**src/pwr_cfg.svh**
```systemverilog
// Constants for the processor power mode controller
`ifndef PWR_CFG_SVH
`define PWR_CFG_SVH

// ----------------------------------------------------------------------
// Power control register
// ----------------------------------------------------------------------
`define PWR_CTRL_ADDR 8'h87
`define PWR_CTRL_RESET 8'h00
`define PWR_IDLE_BIT 0
`define PWR_STOP_BIT 1
`define PWR_FLAGS_MSB 7
`define PWR_FLAGS_LSB 2
`define PWR_FLAGS_WIDTH 6
`define PWR_FLAGS_RESET 6'h00
`define PWR_SELECT_READ 2'h0
`define PWR_RDATA_IDLE 8'h00

// ----------------------------------------------------------------------
// Wake pins and synchroniser
// ----------------------------------------------------------------------
`define PWR_GPIO_COUNT 9
`define PWR_GPIO_IDLE 9'h1FF
`define PWR_SYNC_RESET 1'h1

`endif

```
**src/pwr_pkg.sv**
```systemverilog
// Types shared by the processor power mode controller
`default_nettype none

package pwr_pkg;

    // Controller states, one-hot
    typedef enum logic [5:0] {
        st_boot = 6'h01,
        st_run = 6'h02,
        st_idle = 6'h04,
        st_stop = 6'h08,
        st_shut = 6'h10,
        st_wake = 6'h20
    } pwr_state_t;

endpackage : pwr_pkg

`default_nettype wire

```
**src/cpu_power_mode_control.sv**
```systemverilog
// Processor idle, stop and shutdown mode controller
// Function
// - Idle bit set halts the processor when the writing instruction completes.
// - Idle only gates the processor; state, memories, peripherals keep running.
// - Enabled interrupt in idle clears idle bit and resumes the processor.
// - Reset during idle restarts through the normal boot sequence.
// - Stop bit set halts processor, peripherals, interrupts and timers.
// - Only reset leaves stop; interrupts are ignored there.
// - System clock keeps running during stop.
// - Idle and stop select bits always read back as zero.
// - Bits 7 to 2 are six plain read/write general flags.
// - Shutdown mode wakes when a GPIO input is pulled to ground.
`default_nettype none

`include "pwr_cfg.svh"

module cpu_power_mode_control
(
    // Clock, reset and clock enable
    input wire logic clk,
    input wire logic reset,
    input wire logic clk_en,
    // Special function register port
    input wire logic [7:0] sfr_addr,
    input wire logic [7:0] sfr_wdata,
    input wire logic sfr_write,
    input wire logic sfr_read,
    output logic [7:0] sfr_rdata,
    output logic sfr_hit,
    // Processor core handshake
    input wire logic instr_done,
    input wire logic int_request,
    output logic cpu_clock_enable,
    output logic wake_resume,
    output logic boot_start,
    // Peripheral and interrupt gating
    output logic periph_enable,
    output logic int_enable,
    // Shutdown and wake pins
    input wire logic shutdown_request,
    input wire logic [`PWR_GPIO_COUNT-1:0] gpio_in,
    output logic supply_off,
    output logic wake_reset_request,
    // Flag and state view
    output logic [`PWR_FLAGS_WIDTH-1:0] general_flags,
    output logic [5:0] mode_state
);

    pwr_pkg::pwr_state_t state;
    pwr_pkg::pwr_state_t next_state;
    logic idle_select;
    logic stop_select;
    logic idle_clear;
    logic int_wake;
    logic pin_low;
    logic take_idle;
    logic take_stop;
    logic [`PWR_GPIO_COUNT-1:0] gpio_level;

    // ------------------------------------------------------------------
    // Register and pin synchroniser
    // ------------------------------------------------------------------
    pwr_reg u_reg
    (
        .clk(clk),
        .reset(reset),
        .clk_en(clk_en),
        .sfr_addr(sfr_addr),
        .sfr_wdata(sfr_wdata),
        .sfr_write(sfr_write),
        .sfr_read(sfr_read),
        .sfr_rdata(sfr_rdata),
        .sfr_hit(sfr_hit),
        .idle_clear(idle_clear),
        .idle_select(idle_select),
        .stop_select(stop_select),
        .general_flags(general_flags)
    );

    pwr_sync u_sync
    (
        .clk(clk),
        .reset(reset),
        .clk_en(clk_en),
        .pin_in(gpio_in),
        .pin_level(gpio_level)
    );

    // ------------------------------------------------------------------
    // Wake conditions
    // ------------------------------------------------------------------
    assign int_wake = (state == pwr_pkg::st_idle) && int_request;
    assign idle_clear = int_wake;
    assign pin_low = (gpio_level != `PWR_GPIO_IDLE);

    // ------------------------------------------------------------------
    // Mode entry once the writing instruction completes
    // ------------------------------------------------------------------
    assign take_stop = instr_done && stop_select;
    assign take_idle = instr_done && idle_select && !stop_select;

    // ------------------------------------------------------------------
    // Next state
    // ------------------------------------------------------------------
    always_comb
    begin
        next_state = state;
        case (state)
            pwr_pkg::st_boot:
            begin
                next_state = pwr_pkg::st_run;
            end
            pwr_pkg::st_run:
            begin
                if (shutdown_request)
                begin
                    next_state = pwr_pkg::st_shut;
                end
                else if (take_stop)
                begin
                    next_state = pwr_pkg::st_stop;
                end
                else if (take_idle)
                begin
                    next_state = pwr_pkg::st_idle;
                end
            end
            pwr_pkg::st_idle:
            begin
                if (int_request)
                begin
                    next_state = pwr_pkg::st_run;
                end
            end
            pwr_pkg::st_stop:
            begin
                next_state = pwr_pkg::st_stop;
            end
            pwr_pkg::st_shut:
            begin
                if (pin_low)
                begin
                    next_state = pwr_pkg::st_wake;
                end
            end
            pwr_pkg::st_wake:
            begin
                next_state = pwr_pkg::st_wake;
            end
            default:
            begin
                next_state = pwr_pkg::st_boot;
            end
        endcase
    end

    // ------------------------------------------------------------------
    // State register, reset always restarts from boot
    // ------------------------------------------------------------------
    always_ff @(posedge clk or posedge reset)
    begin
        if (reset)
        begin
            state <= pwr_pkg::st_boot;
        end
        else if (clk_en)
        begin
            state <= next_state;
        end
    end

    // ------------------------------------------------------------------
    // Resume and wake pulses
    // ------------------------------------------------------------------
    always_ff @(posedge clk or posedge reset)
    begin
        if (reset)
        begin
            wake_resume <= 1'h0;
        end
        else if (clk_en)
        begin
            wake_resume <= int_wake;
        end
    end

    always_ff @(posedge clk or posedge reset)
    begin
        if (reset)
        begin
            wake_reset_request <= 1'h0;
        end
        else if (clk_en)
        begin
            wake_reset_request <= (state == pwr_pkg::st_shut) && pin_low;
        end
    end

    // ------------------------------------------------------------------
    // Processor gating
    // ------------------------------------------------------------------
    always_comb
    begin
        boot_start = 1'h0;
        cpu_clock_enable = 1'h0;
        case (state)
            pwr_pkg::st_boot:
            begin
                boot_start = 1'h1;
                cpu_clock_enable = 1'h0;
            end
            pwr_pkg::st_run:
            begin
                boot_start = 1'h0;
                cpu_clock_enable = 1'h1;
            end
            pwr_pkg::st_idle:
            begin
                boot_start = 1'h0;
                cpu_clock_enable = 1'h0;
            end
            pwr_pkg::st_stop:
            begin
                boot_start = 1'h0;
                cpu_clock_enable = 1'h0;
            end
            pwr_pkg::st_shut:
            begin
                boot_start = 1'h0;
                cpu_clock_enable = 1'h0;
            end
            pwr_pkg::st_wake:
            begin
                boot_start = 1'h0;
                cpu_clock_enable = 1'h0;
            end
            default:
            begin
                boot_start = 1'h0;
                cpu_clock_enable = 1'h0;
            end
        endcase
    end

    // ------------------------------------------------------------------
    // Peripheral, interrupt and supply gating
    // ------------------------------------------------------------------
    always_comb
    begin
        periph_enable = 1'h0;
        int_enable = 1'h0;
        supply_off = 1'h0;
        case (state)
            pwr_pkg::st_boot:
            begin
                periph_enable = 1'h0;
                int_enable = 1'h0;
                supply_off = 1'h0;
            end
            pwr_pkg::st_run:
            begin
                periph_enable = 1'h1;
                int_enable = 1'h1;
                supply_off = 1'h0;
            end
            pwr_pkg::st_idle:
            begin
                periph_enable = 1'h1;
                int_enable = 1'h1;
                supply_off = 1'h0;
            end
            pwr_pkg::st_stop:
            begin
                periph_enable = 1'h0;
                int_enable = 1'h0;
                supply_off = 1'h0;
            end
            pwr_pkg::st_shut:
            begin
                periph_enable = 1'h0;
                int_enable = 1'h0;
                supply_off = 1'h1;
            end
            pwr_pkg::st_wake:
            begin
                periph_enable = 1'h0;
                int_enable = 1'h0;
                supply_off = 1'h1;
            end
            default:
            begin
                periph_enable = 1'h0;
                int_enable = 1'h0;
                supply_off = 1'h0;
            end
        endcase
    end

    assign mode_state = state;

endmodule // cpu_power_mode_control

`default_nettype wire

```
**src/pwr_reg.sv**
```systemverilog
// Power control special function register
`default_nettype none

`include "pwr_cfg.svh"

module pwr_reg
(
    // Clock and reset
    input wire logic clk,
    input wire logic reset,
    input wire logic clk_en,
    // Special function register port
    input wire logic [7:0] sfr_addr,
    input wire logic [7:0] sfr_wdata,
    input wire logic sfr_write,
    input wire logic sfr_read,
    output logic [7:0] sfr_rdata,
    output logic sfr_hit,
    // Mode selects towards the controller
    input wire logic idle_clear,
    output logic idle_select,
    output logic stop_select,
    output logic [`PWR_FLAGS_WIDTH-1:0] general_flags
);

    logic hit_write;

    assign sfr_hit = (sfr_addr == `PWR_CTRL_ADDR);
    assign hit_write = sfr_hit && sfr_write;

    // ------------------------------------------------------------------
    // General flags
    // ------------------------------------------------------------------
    always_ff @(posedge clk or posedge reset)
    begin
        if (reset)
        begin
            general_flags <= `PWR_FLAGS_RESET;
        end
        else if (clk_en && hit_write)
        begin
            general_flags <= sfr_wdata[`PWR_FLAGS_MSB:`PWR_FLAGS_LSB];
        end
    end

    // ------------------------------------------------------------------
    // Idle select, cleared by an interrupt wake
    // ------------------------------------------------------------------
    always_ff @(posedge clk or posedge reset)
    begin
        if (reset)
        begin
            idle_select <= 1'h0;
        end
        else if (clk_en)
        begin
            if (hit_write && sfr_wdata[`PWR_IDLE_BIT])
            begin
                idle_select <= 1'h1;
            end
            else if (idle_clear)
            begin
                idle_select <= 1'h0;
            end
        end
    end

    // ------------------------------------------------------------------
    // Stop select, only reset clears it
    // ------------------------------------------------------------------
    always_ff @(posedge clk or posedge reset)
    begin
        if (reset)
        begin
            stop_select <= 1'h0;
        end
        else if (clk_en && hit_write && sfr_wdata[`PWR_STOP_BIT])
        begin
            stop_select <= 1'h1;
        end
    end

    // ------------------------------------------------------------------
    // Read data, select bits always read as zero
    // ------------------------------------------------------------------
    always_ff @(posedge clk or posedge reset)
    begin
        if (reset)
        begin
            sfr_rdata <= `PWR_CTRL_RESET;
        end
        else if (clk_en)
        begin
            if (sfr_hit && sfr_read)
            begin
                sfr_rdata <= {general_flags, `PWR_SELECT_READ};
            end
            else
            begin
                sfr_rdata <= `PWR_RDATA_IDLE;
            end
        end
    end

endmodule // pwr_reg

`default_nettype wire

```
**src/pwr_sync.sv**
```systemverilog
// Three-stage pin synchroniser with agreement filter, one per bit
`default_nettype none

`include "pwr_cfg.svh"

module pwr_sync
(
    // Clock and reset
    input wire logic clk,
    input wire logic reset,
    input wire logic clk_en,
    // Pins and settled levels
    input wire logic [`PWR_GPIO_COUNT-1:0] pin_in,
    output logic [`PWR_GPIO_COUNT-1:0] pin_level
);

    genvar i;

    generate
        for (i = 0; i < `PWR_GPIO_COUNT; i = i + 1)
        begin : g_bit
            logic s1;
            logic s2;
            logic s3;
            logic level;

            // ----------------------------------------------------------
            // Three flops, level changes once stages two and three agree
            // ----------------------------------------------------------
            always_ff @(posedge clk or posedge reset)
            begin
                if (reset)
                begin
                    s1 <= `PWR_SYNC_RESET;
                    s2 <= `PWR_SYNC_RESET;
                    s3 <= `PWR_SYNC_RESET;
                    level <= `PWR_SYNC_RESET;
                end
                else if (clk_en)
                begin
                    s1 <= pin_in[i];
                    s2 <= s1;
                    s3 <= s2;
                    if (s2 == s3)
                    begin
                        level <= s3;
                    end
                end
            end

            assign pin_level[i] = level;
        end
    endgenerate

endmodule // pwr_sync

`default_nettype wire
```
**config.mk**
```make
export PLATFORM = sky130hd
export DESIGN_NAME = cpu_power_mode_control
export DESIGN_NICKNAME = d
export VERILOG_FILES = /design/src/pwr_pkg.sv /design/src/cpu_power_mode_control.sv /design/src/pwr_reg.sv /design/src/pwr_sync.sv
export VERILOG_INCLUDE_DIRS = /design/src /design/src/src
export SDC_FILE = /design/constraint.sdc
export NUM_CORES = 1
export LEC_CHECK = 0
export ABC_CLOCK_PERIOD_IN_PS = 1900
export BUFFER_PORTS_ARGS = -buffer_cell sky130_fd_sc_hd__buf_2
export CAP_MARGIN = 20
export CORE_ASPECT_RATIO = 1.1
export CORE_MARGIN = 1.5
export CORE_UTILIZATION = 54
export CTS_CLUSTER_SIZE = 16
export DETAILED_ROUTE_END_ITERATION = 10
export PLACE_DENSITY = 0.82
export RECOVER_POWER = 100
export SKIP_LAST_GASP = 1
export SYNTH_ARGS = -nofsm -noshare
export SYNTH_HDL_FRONTEND = slang
export SYNTH_HIERARCHICAL = 1
export SYNTH_SLANG_ARGS = --single-unit
```
**constraint.sdc**
```tcl
create_clock -name clk -period 1.9 [get_ports clk]
set_input_delay 0 -clock clk [delete_from_list [all_inputs] [get_ports clk]]
set_output_delay 0 -clock clk [all_outputs]
set_load 0.02 [all_outputs]
```
==> results of run 1 <==
[power breakdown]
group | internal, µW | switching (µW) | leakage [µW]
Clock | 729 | 469 | 0.000104
Sequential | 1550 | 157 | 0.000680
Combinational | 410 | 499 | 0.000756
Total | 2690 | 1130 | 0.00154
[how the worst min path moves through the flow]
stage / startpoint / end / slack (ps) / cells after the start
2_1_floorplan: reset / mode_state[1]$_DFFE_PP0P_ / -190 / 1
3_3_place_gp: reset / wake_resume$_DFFE_PP0P_ / -10 / 2
3_5_place_dp: reset / wake_resume$_DFFE_PP0P_ / -10 / 2
4_1_cts: instr_done / mode_state[3]$_DFFE_PP0P_ / 20 / 3
5_1_grt: instr_done / mode_state[2]$_DFFE_PP0P_ / 60 / 3
6_report: instr_done / mode_state[3]$_DFFE_PP0P_ / 30 / 3
[cell families after synthesis]
logic type      after synthesis  synth area share (%)
mux                          32                  14.8
buf+inv                      46                  9.19
other cells                   1                 0.129
flops                        58                  51.4
compound gates               42                  10.7
xor+xnor                      3                 0.902
simple gates                 57                  12.9
[flip-flops by register name (all words and copies together), names as in the netlist]
register and flops:
u_sync/g_bit.s2 9, u_reg/general_flags 6, wake_resume 1, u_reg/stop_select 1, wake_reset_request 1, u_reg/sfr_rdata 6, u_sync/g_bit.level 9, mode_state 6
u_sync/g_bit.s3 9, u_sync/g_bit.s1 9, u_reg/idle_select 1
[metrics by stage]
| stage | instance area, µm² | utilization, % |
|---|---|---|
| 2_1_floorplan | 2920 | - |
| 3_3_place_gp | 3200 | 62.6 |
| 3_5_place_dp | 3200 | 62.6 |
| 4_1_cts | 3590 | 70.5 |
| 5_1_grt | 3460 | 67.9 |
| 6_report | 3460 | 67.9 |
[placed cells by master (no fill, tap or decap), drive strengths merged, types with 2 or more instances in the layout]
master	synthesis	routed
a21oi	10	10
buf	21	40
bufinv	0	2
clkbuf	2	37
clkinv	0	3
conb	1	2
dfrtp	21	21
dfstp	37	37
dlygate4sd3	0	19
inv	23	23
mux2	28	28
mux2i	4	4
nand2	20	20
nand2b	9	9
nand3	2	2
nand4bb	2	2
nor2	5	5
nor3	5	5
nor4b	3	3
o21ai	10	10
o22ai	6	6
o2bb2ai	9	9
or2	2	2
or3	2	2
xor2	2	2
[cell type report]
class,count,area (µm²)
repair buffers,86,515
multi-input cells,136,1060
well taps,72,90.1
clock inverters,6,81.3
flip-flops and latches,58,1500
clock buffers,10,128
fillers,377,1640
inverters,23,86.3
[worst min-delay path: cells and delay by family]
family	cells	cell delay [ps]
buffers and inverters	1	100
multiplexers	1	140
AO/OA/AOI/OAI	1	80
[layer usage]
metal	wire length (µm)	vias up	global-route usage (%)
li1	-	955	-
met1	2360	975	26.1
met2	3010	43	35.5
met3	174	7	2.78
met4	76	0	11.1
met5	0	-	0
[what timing repair did]
action	CTS	global route
gates resized for setup	0	0
hold buffers	19	0
hold endpoints to repair	40	0
==> impl_metrics.env, run 1 <==
export IMPL_status="finished clean"
export IMPL_fp_dieArea_um2=5840
export IMPL_path_buf_inv=1
export IMPL_ys_warn_count=6
export IMPL_drt_initial_drc_count=88
export IMPL_ff2ff_path_depth=4
export IMPL_synth_top_cells_by_count="37 x dfstp_2, 23 x inv_1, 21 x dfrtp_1"
export IMPL_antenna_found_initial=0
export IMPL_syn_to_final_growth_pct=18.9
export IMPL_ys_async_sr_fraction_pct=100
export IMPL_fp_coreArea_um2=5100
export IMPL_clock_latency_ps=330
export IMPL_cts_buffers=9
export IMPL_worst_pin_slew_ps=1190
export IMPL_vdd_drop_max_v=0.000492
export IMPL_rsz0062_at_grt="false"
export IMPL_path_max_fanout=8
export IMPL_reg2reg_slack_ps=100
export IMPL_skew_ps=8.13
export IMPL_worstSetupPathDepth=4
export IMPL_p_total_uw=3820
export IMPL_finalNonFillerCells=391
export IMPL_timing_rr_start="mode_state[1]$_DFFE_PP0P_"
export IMPL_slew_viol_final=0
export IMPL_n_antenna_cell=0
export IMPL_yosysSeqAreaShare_pct=51.4
export IMPL_synth_seq_cells=58
export IMPL_startpoint_type="flop"
export IMPL_postRouteAntennaNets=0
export IMPL_ioPinCount=61
export IMPL_clock_sinks=58
export IMPL_tritoncts="yes"
export IMPL_h_tree_depth=3
export IMPL_leakage_uw=0.00154
export IMPL_dp_hpwl_um=3540
export IMPL_crit_end="periph_enable"
export IMPL_clockBufferDepth=2
export IMPL_grt_pass1_wl_um=9250
export IMPL_finalHoldViolCount=0
export IMPL_syn_area_um2=2910
export IMPL_ys_top_cells_by_area="dfstp_2 33%, dfrtp_1 18%, mux2_4 10%"
export IMPL_placed_cells=356
export IMPL_crit_path_end_kind="primary output"
export IMPL_avgSynthCellArea_um2=12.2
export IMPL_grt_overflow_total=0
export IMPL_start_util_pct=57.1
export IMPL_cts_setup_buffers=0
export IMPL_fin_nets=347
export IMPL_synth_main_ff_cell="dfstp_2"
export IMPL_viasPerCell=5.06
export IMPL_firstDrtPassIters=4
export IMPL_grt_max_degree=57
export IMPL_drive_gt1_share_pct=36.4
export IMPL_io_buffers=58
export IMPL_synth_edff_count=0
export IMPL_worstPathCellList="or4b_4 > nor2_1 > or2_2 > clkbuf_2"
export IMPL_crit_slowest_cell="or4b_4"
export IMPL_post_route_period_util_pct=95.1
export IMPL_die_w_um=73.0
export IMPL_grt_pass1_vias=1985
export IMPL_wl_per_cell_um=14.4
export IMPL_r2r_end="mode_state[1]$_DFFE_PP0P_"
export IMPL_synthCells=239
export IMPL_synth_top_area_share_pct=33.4
export IMPL_finalCriticalPeriod_ps=1810
export IMPL_crit_arrival_ps=1810
export IMPL_num_rows=27
export IMPL_hold_slack_ps=34.1
export IMPL_setup_violations_final=0
export IMPL_worst_slack_ps=92.4
export IMPL_drc=0
export IMPL_max_clock_freq_mhz=553
export IMPL_path_clk_slew_ps=70
export IMPL_routed_wl_um=5620
export IMPL_synth_area_leader_cell="dfstp_2"
export IMPL_pre_cts_ws_ps=123
export IMPL_vias=1980
export IMPL_clock_root_buffer="clkbuf_8"
export IMPL_slew_headroom_pct=20.4
export IMPL_grt_util_all_layers_pct=21.1
export IMPL_gp_congestion=0.812
export IMPL_powerDensity_nw_per_um2=1100
export IMPL_fin_tns_setup_ps=0
export IMPL_synth_cell_type_count=45
export IMPL_path_class="flop to primary output"
export IMPL_fp_dieH_um=80.0
export IMPL_yosysMostFrequentCell="dfstp_2"
export IMPL_cp_top_family="simple AND/OR/NAND/NOR gates"
export IMPL_hp_class="primary input to flop"
export IMPL_slowest_delay_ps=530
export IMPL_crit_required_ps=1900
export IMPL_maxCapViolCount=0
export IMPL_startpoint="mode_state[1]$_DFFE_PP0P_"
Note: power is estimated with default switching activity, not from simulation.
==> run 2: changes to the inputs <==
- CORE_UTILIZATION: 54 -> 53
- SYNTH_HIERARCHICAL: 1 -> not set
==> run 2 against run 1 <==
- global-route usage shrank 0.14 points
- sequential share of layout area grew 1.2 points
- critical endpoint is now mode_state[3]$_DFFE_PP0P_
- non-clock buffer count is the same
- area after synthesis shrank 11%
==> impl_metrics.env, run 2 <==
export IMPL_start_util_pct=55.5
export IMPL_finalCriticalPeriod_ps=1860
export IMPL_worst_slack_ps=37.5
export IMPL_skew_ps=8.94
export IMPL_antenna_found_initial=0
export IMPL_powerDensity_nw_per_um2=1200
export IMPL_crit_required_ps=2100
export IMPL_slew_viol_final=0
export IMPL_cts_setup_buffers=0
export IMPL_pre_cts_ws_ps=34.4
export IMPL_ioPinCount=61
export IMPL_fp_coreArea_um2=4650
export IMPL_final_cell_mix="40 x buf_2, 37 x dfstp_2, 29 x o21ai_0"
export IMPL_yosysSeqAreaShare_pct=58.0
export IMPL_max_clock_freq_mhz=537
export IMPL_crit_arrival_ps=2070
export IMPL_finalHoldViolCount=0
export IMPL_finalNonFillerCells=360
export IMPL_h_tree_depth=3
export IMPL_fp_dieH_um=76.2
export IMPL_firstDrtPassIters=4
export IMPL_syn_area_um2=2580
export IMPL_gp_congestion=0.811
export IMPL_tritoncts="yes"
export IMPL_multi_input_area_um2=960
export IMPL_layout_area_seq_um2=1500
export IMPL_status="finished clean"
export IMPL_ys_async_sr_fraction_pct=100
export IMPL_drive_gt1_share_pct=44.4
export IMPL_synth_seq_cells=58
export IMPL_post_route_period_util_pct=98.0
export IMPL_cp_top_family="simple AND/OR/NAND/NOR gates"
export IMPL_drt_initial_drc_count=89
export IMPL_num_rows=26
export IMPL_path_max_fanout=6
export IMPL_grt_pass1_wl_um=8740
export IMPL_avgSynthCellArea_um2=12.0
export IMPL_vias=1939
export IMPL_clock_latency_ps=330
export IMPL_viasPerCell=5.39
export IMPL_routed_wl_um=5280
export IMPL_path_clk_slew_ps=60
export IMPL_clockBufferDepth=2
export IMPL_worstSetupPathDepth=4
export IMPL_worstPathCellList="or4b_4 > nor4b_4 > a211oi_4 > mux2_1"
export IMPL_yosysMostFrequentCell="dfstp_2"
export IMPL_synth_edff_count=0
export IMPL_hp_class="primary input to flop"
export IMPL_grt_util_all_layers_pct=21.0
export IMPL_grt_pass1_vias=1973
export IMPL_slew_headroom_pct=35.8
export IMPL_slowest_delay_ps=580
export IMPL_grt_max_degree=52
export IMPL_crit_path_end_kind="flop"
export IMPL_fin_nets=332
export IMPL_synth_area_leader_cell="dfstp_2"
export IMPL_synth_top_cells_by_count="37 x dfstp_2, 29 x o21ai_0, 28 x mux2_2"
export IMPL_synthCells=216
export IMPL_worst_pin_slew_ps=962
export IMPL_rsz0062_at_grt="true"
export IMPL_cts_buffers=9
export IMPL_io_buffers=58
export IMPL_clock_root_buffer="clkbuf_8"
export IMPL_final_common_cell="buf_2"
export IMPL_n_antenna_cell=0
export IMPL_dp_hpwl_um=3290
export IMPL_maxCapViolCount=0
export IMPL_ys_top_cells_by_area="dfstp_2 38%, dfrtp_1 20%, mux2_2 12%"
export IMPL_startpoint_type="flop"
export IMPL_wl_per_cell_um=14.7
export IMPL_fill_cells=330
export IMPL_fp_dieArea_um2=5300
export IMPL_placed_cells=323
export IMPL_drc=0
export IMPL_postRouteAntennaNets=0
export IMPL_setup_violations_final=0
export IMPL_path_buf_inv=0
export IMPL_synth_main_ff_cell="dfstp_2"
export IMPL_synth_cell_type_count=40
export IMPL_die_w_um=69.6
export IMPL_syn_to_final_growth_pct=30.4
export IMPL_grt_overflow_total=0
export IMPL_whs_path_depth=5
export IMPL_crit_slowest_cell="or4b_4"
export IMPL_ff2ff_path_depth=4
export IMPL_leakage_uw=0.00154
export IMPL_vdd_drop_max_v=0.000922
export IMPL_synth_top_area_share_pct=37.6
export IMPL_clock_sinks=58
export IMPL_ys_warn_count=0
export IMPL_path_class="flop to flop"
export IMPL_final_util_pct=72.4
[run 2: cell count changes after synthesis, sizes merged, moves of 3 or more]
cell     before  now
o21ai        10   29
buf          21    6
clkbuf        2    9
inv          23   16
nand2        20   13
nand2b        9    2
o2bb2ai       9    2
o22ai         6    0
a22o          1    6
nor2          5    1
mux2i         4    1
[run 2: tightest hold or removal path, stage by stage]
cell      delay [ps]
clkbuf_1         100
inv_1             80
a41o_1           140
a211oi_4          70
mux2i_1          120
[run 2: cell type report]
type,instances,share of cell area [%]
Clock buffer,11,4.49
Clock inverter,5,2.97
Inverter,16,1.78
Multi-Input combinational cell,128,28.5
Sequential cell,58,44.5
Tap cell,56,2.08
Timing Repair Buffer,86,15.7
[run 2: cell families (layout without fill, tap and decap cells)]
logic type / Yosys count / in the layout / synth area share [%]
AOI/OAI and AO/OA: 52 / 52 / 12.3
xor gates and xnor gates: 3 / 3 / 1.02
and+or+nand+nor: 41 / 41 / 10.1
other: 1 / 2 / 0.145
DFF: 58 / 58 / 58.0
buffers and inverters: 31 / 118 / 5.38
muxes: 30 / 30 / 13.0
[run 2: final timing paths]
path / startpoint / endpoint / slack, ps
max in group asynchronous: reset / u_sync.g_bit[3].s1$_DFFE_PP1P_ / 430
setup reg to reg: mode_state[4]$_DFFE_PP0P_ / mode_state[3]$_DFFE_PP0P_ / 40
setup / recovery: mode_state[4]$_DFFE_PP0P_ / mode_state[3]$_DFFE_PP0P_ / 40
min in group asynchronous: reset / wake_reset_request$_DFFE_PP0P_ / 380
hold / removal: clk_en / mode_state[4]$_DFFE_PP0P_ / 220
hold reg to reg: u_sync.g_bit[3].s3$_DFFE_PP1P_ / u_sync.g_bit[3].s3$_DFFE_PP1P_ / 480
[run 2: metal layers]
| layer | part of all wire, % | vias up | GRT usage, % |
|---|---|---|---|
| li1 | - | 923 | - |
| met1 | 43 | 950 | 26.0 |
| met2 | 51 | 59 | 34.1 |
| met3 | 5.0 | 7 | 5.29 |
| met4 | 1.3 | 0 | 10.2 |
| met5 | 0 | - | 0 |
[run 2: timing repair]
| item | 4_1_cts | 5_1_grt |
|---|---|---|
| gates resized for setup | 0 | 3 |
| endpoints found under the setup margin | 0 | 5 |
| hold buffers | 21 | 0 |
| endpoints found under the hold margin | 40 | 0 |
[run 2: through the flow]
step / power (µW) / instance area [µm²] / hold WS [ps] / TNS (ps)
2_1_floorplan: 2360 / 2590 / 63.1 / -41.8
3_3_place_gp: 2570 / 2930 / 52.1 / 0
3_5_place_dp: 2620 / 2930 / 53.1 / 0
4_1_cts: 4080 / 3400 / 181 / 0
5_1_grt: 4260 / 3370 / 237 / -113
6_report: 4050 / 3370 / 221 / 0
[run 2: where the power goes]
| group | internal (µW) | switching [µW] | total, µW | leakage (µW) |
|---|---|---|---|---|
| sequential | 1560 | 171 | 1730 | 0.000678 |
| combinational | 422 | 501 | 923 | 0.000734 |
| clock | 938 | 457 | 1400 | 0.000129 |
| total | 2920 | 1130 | 4050 | 0.00154 |
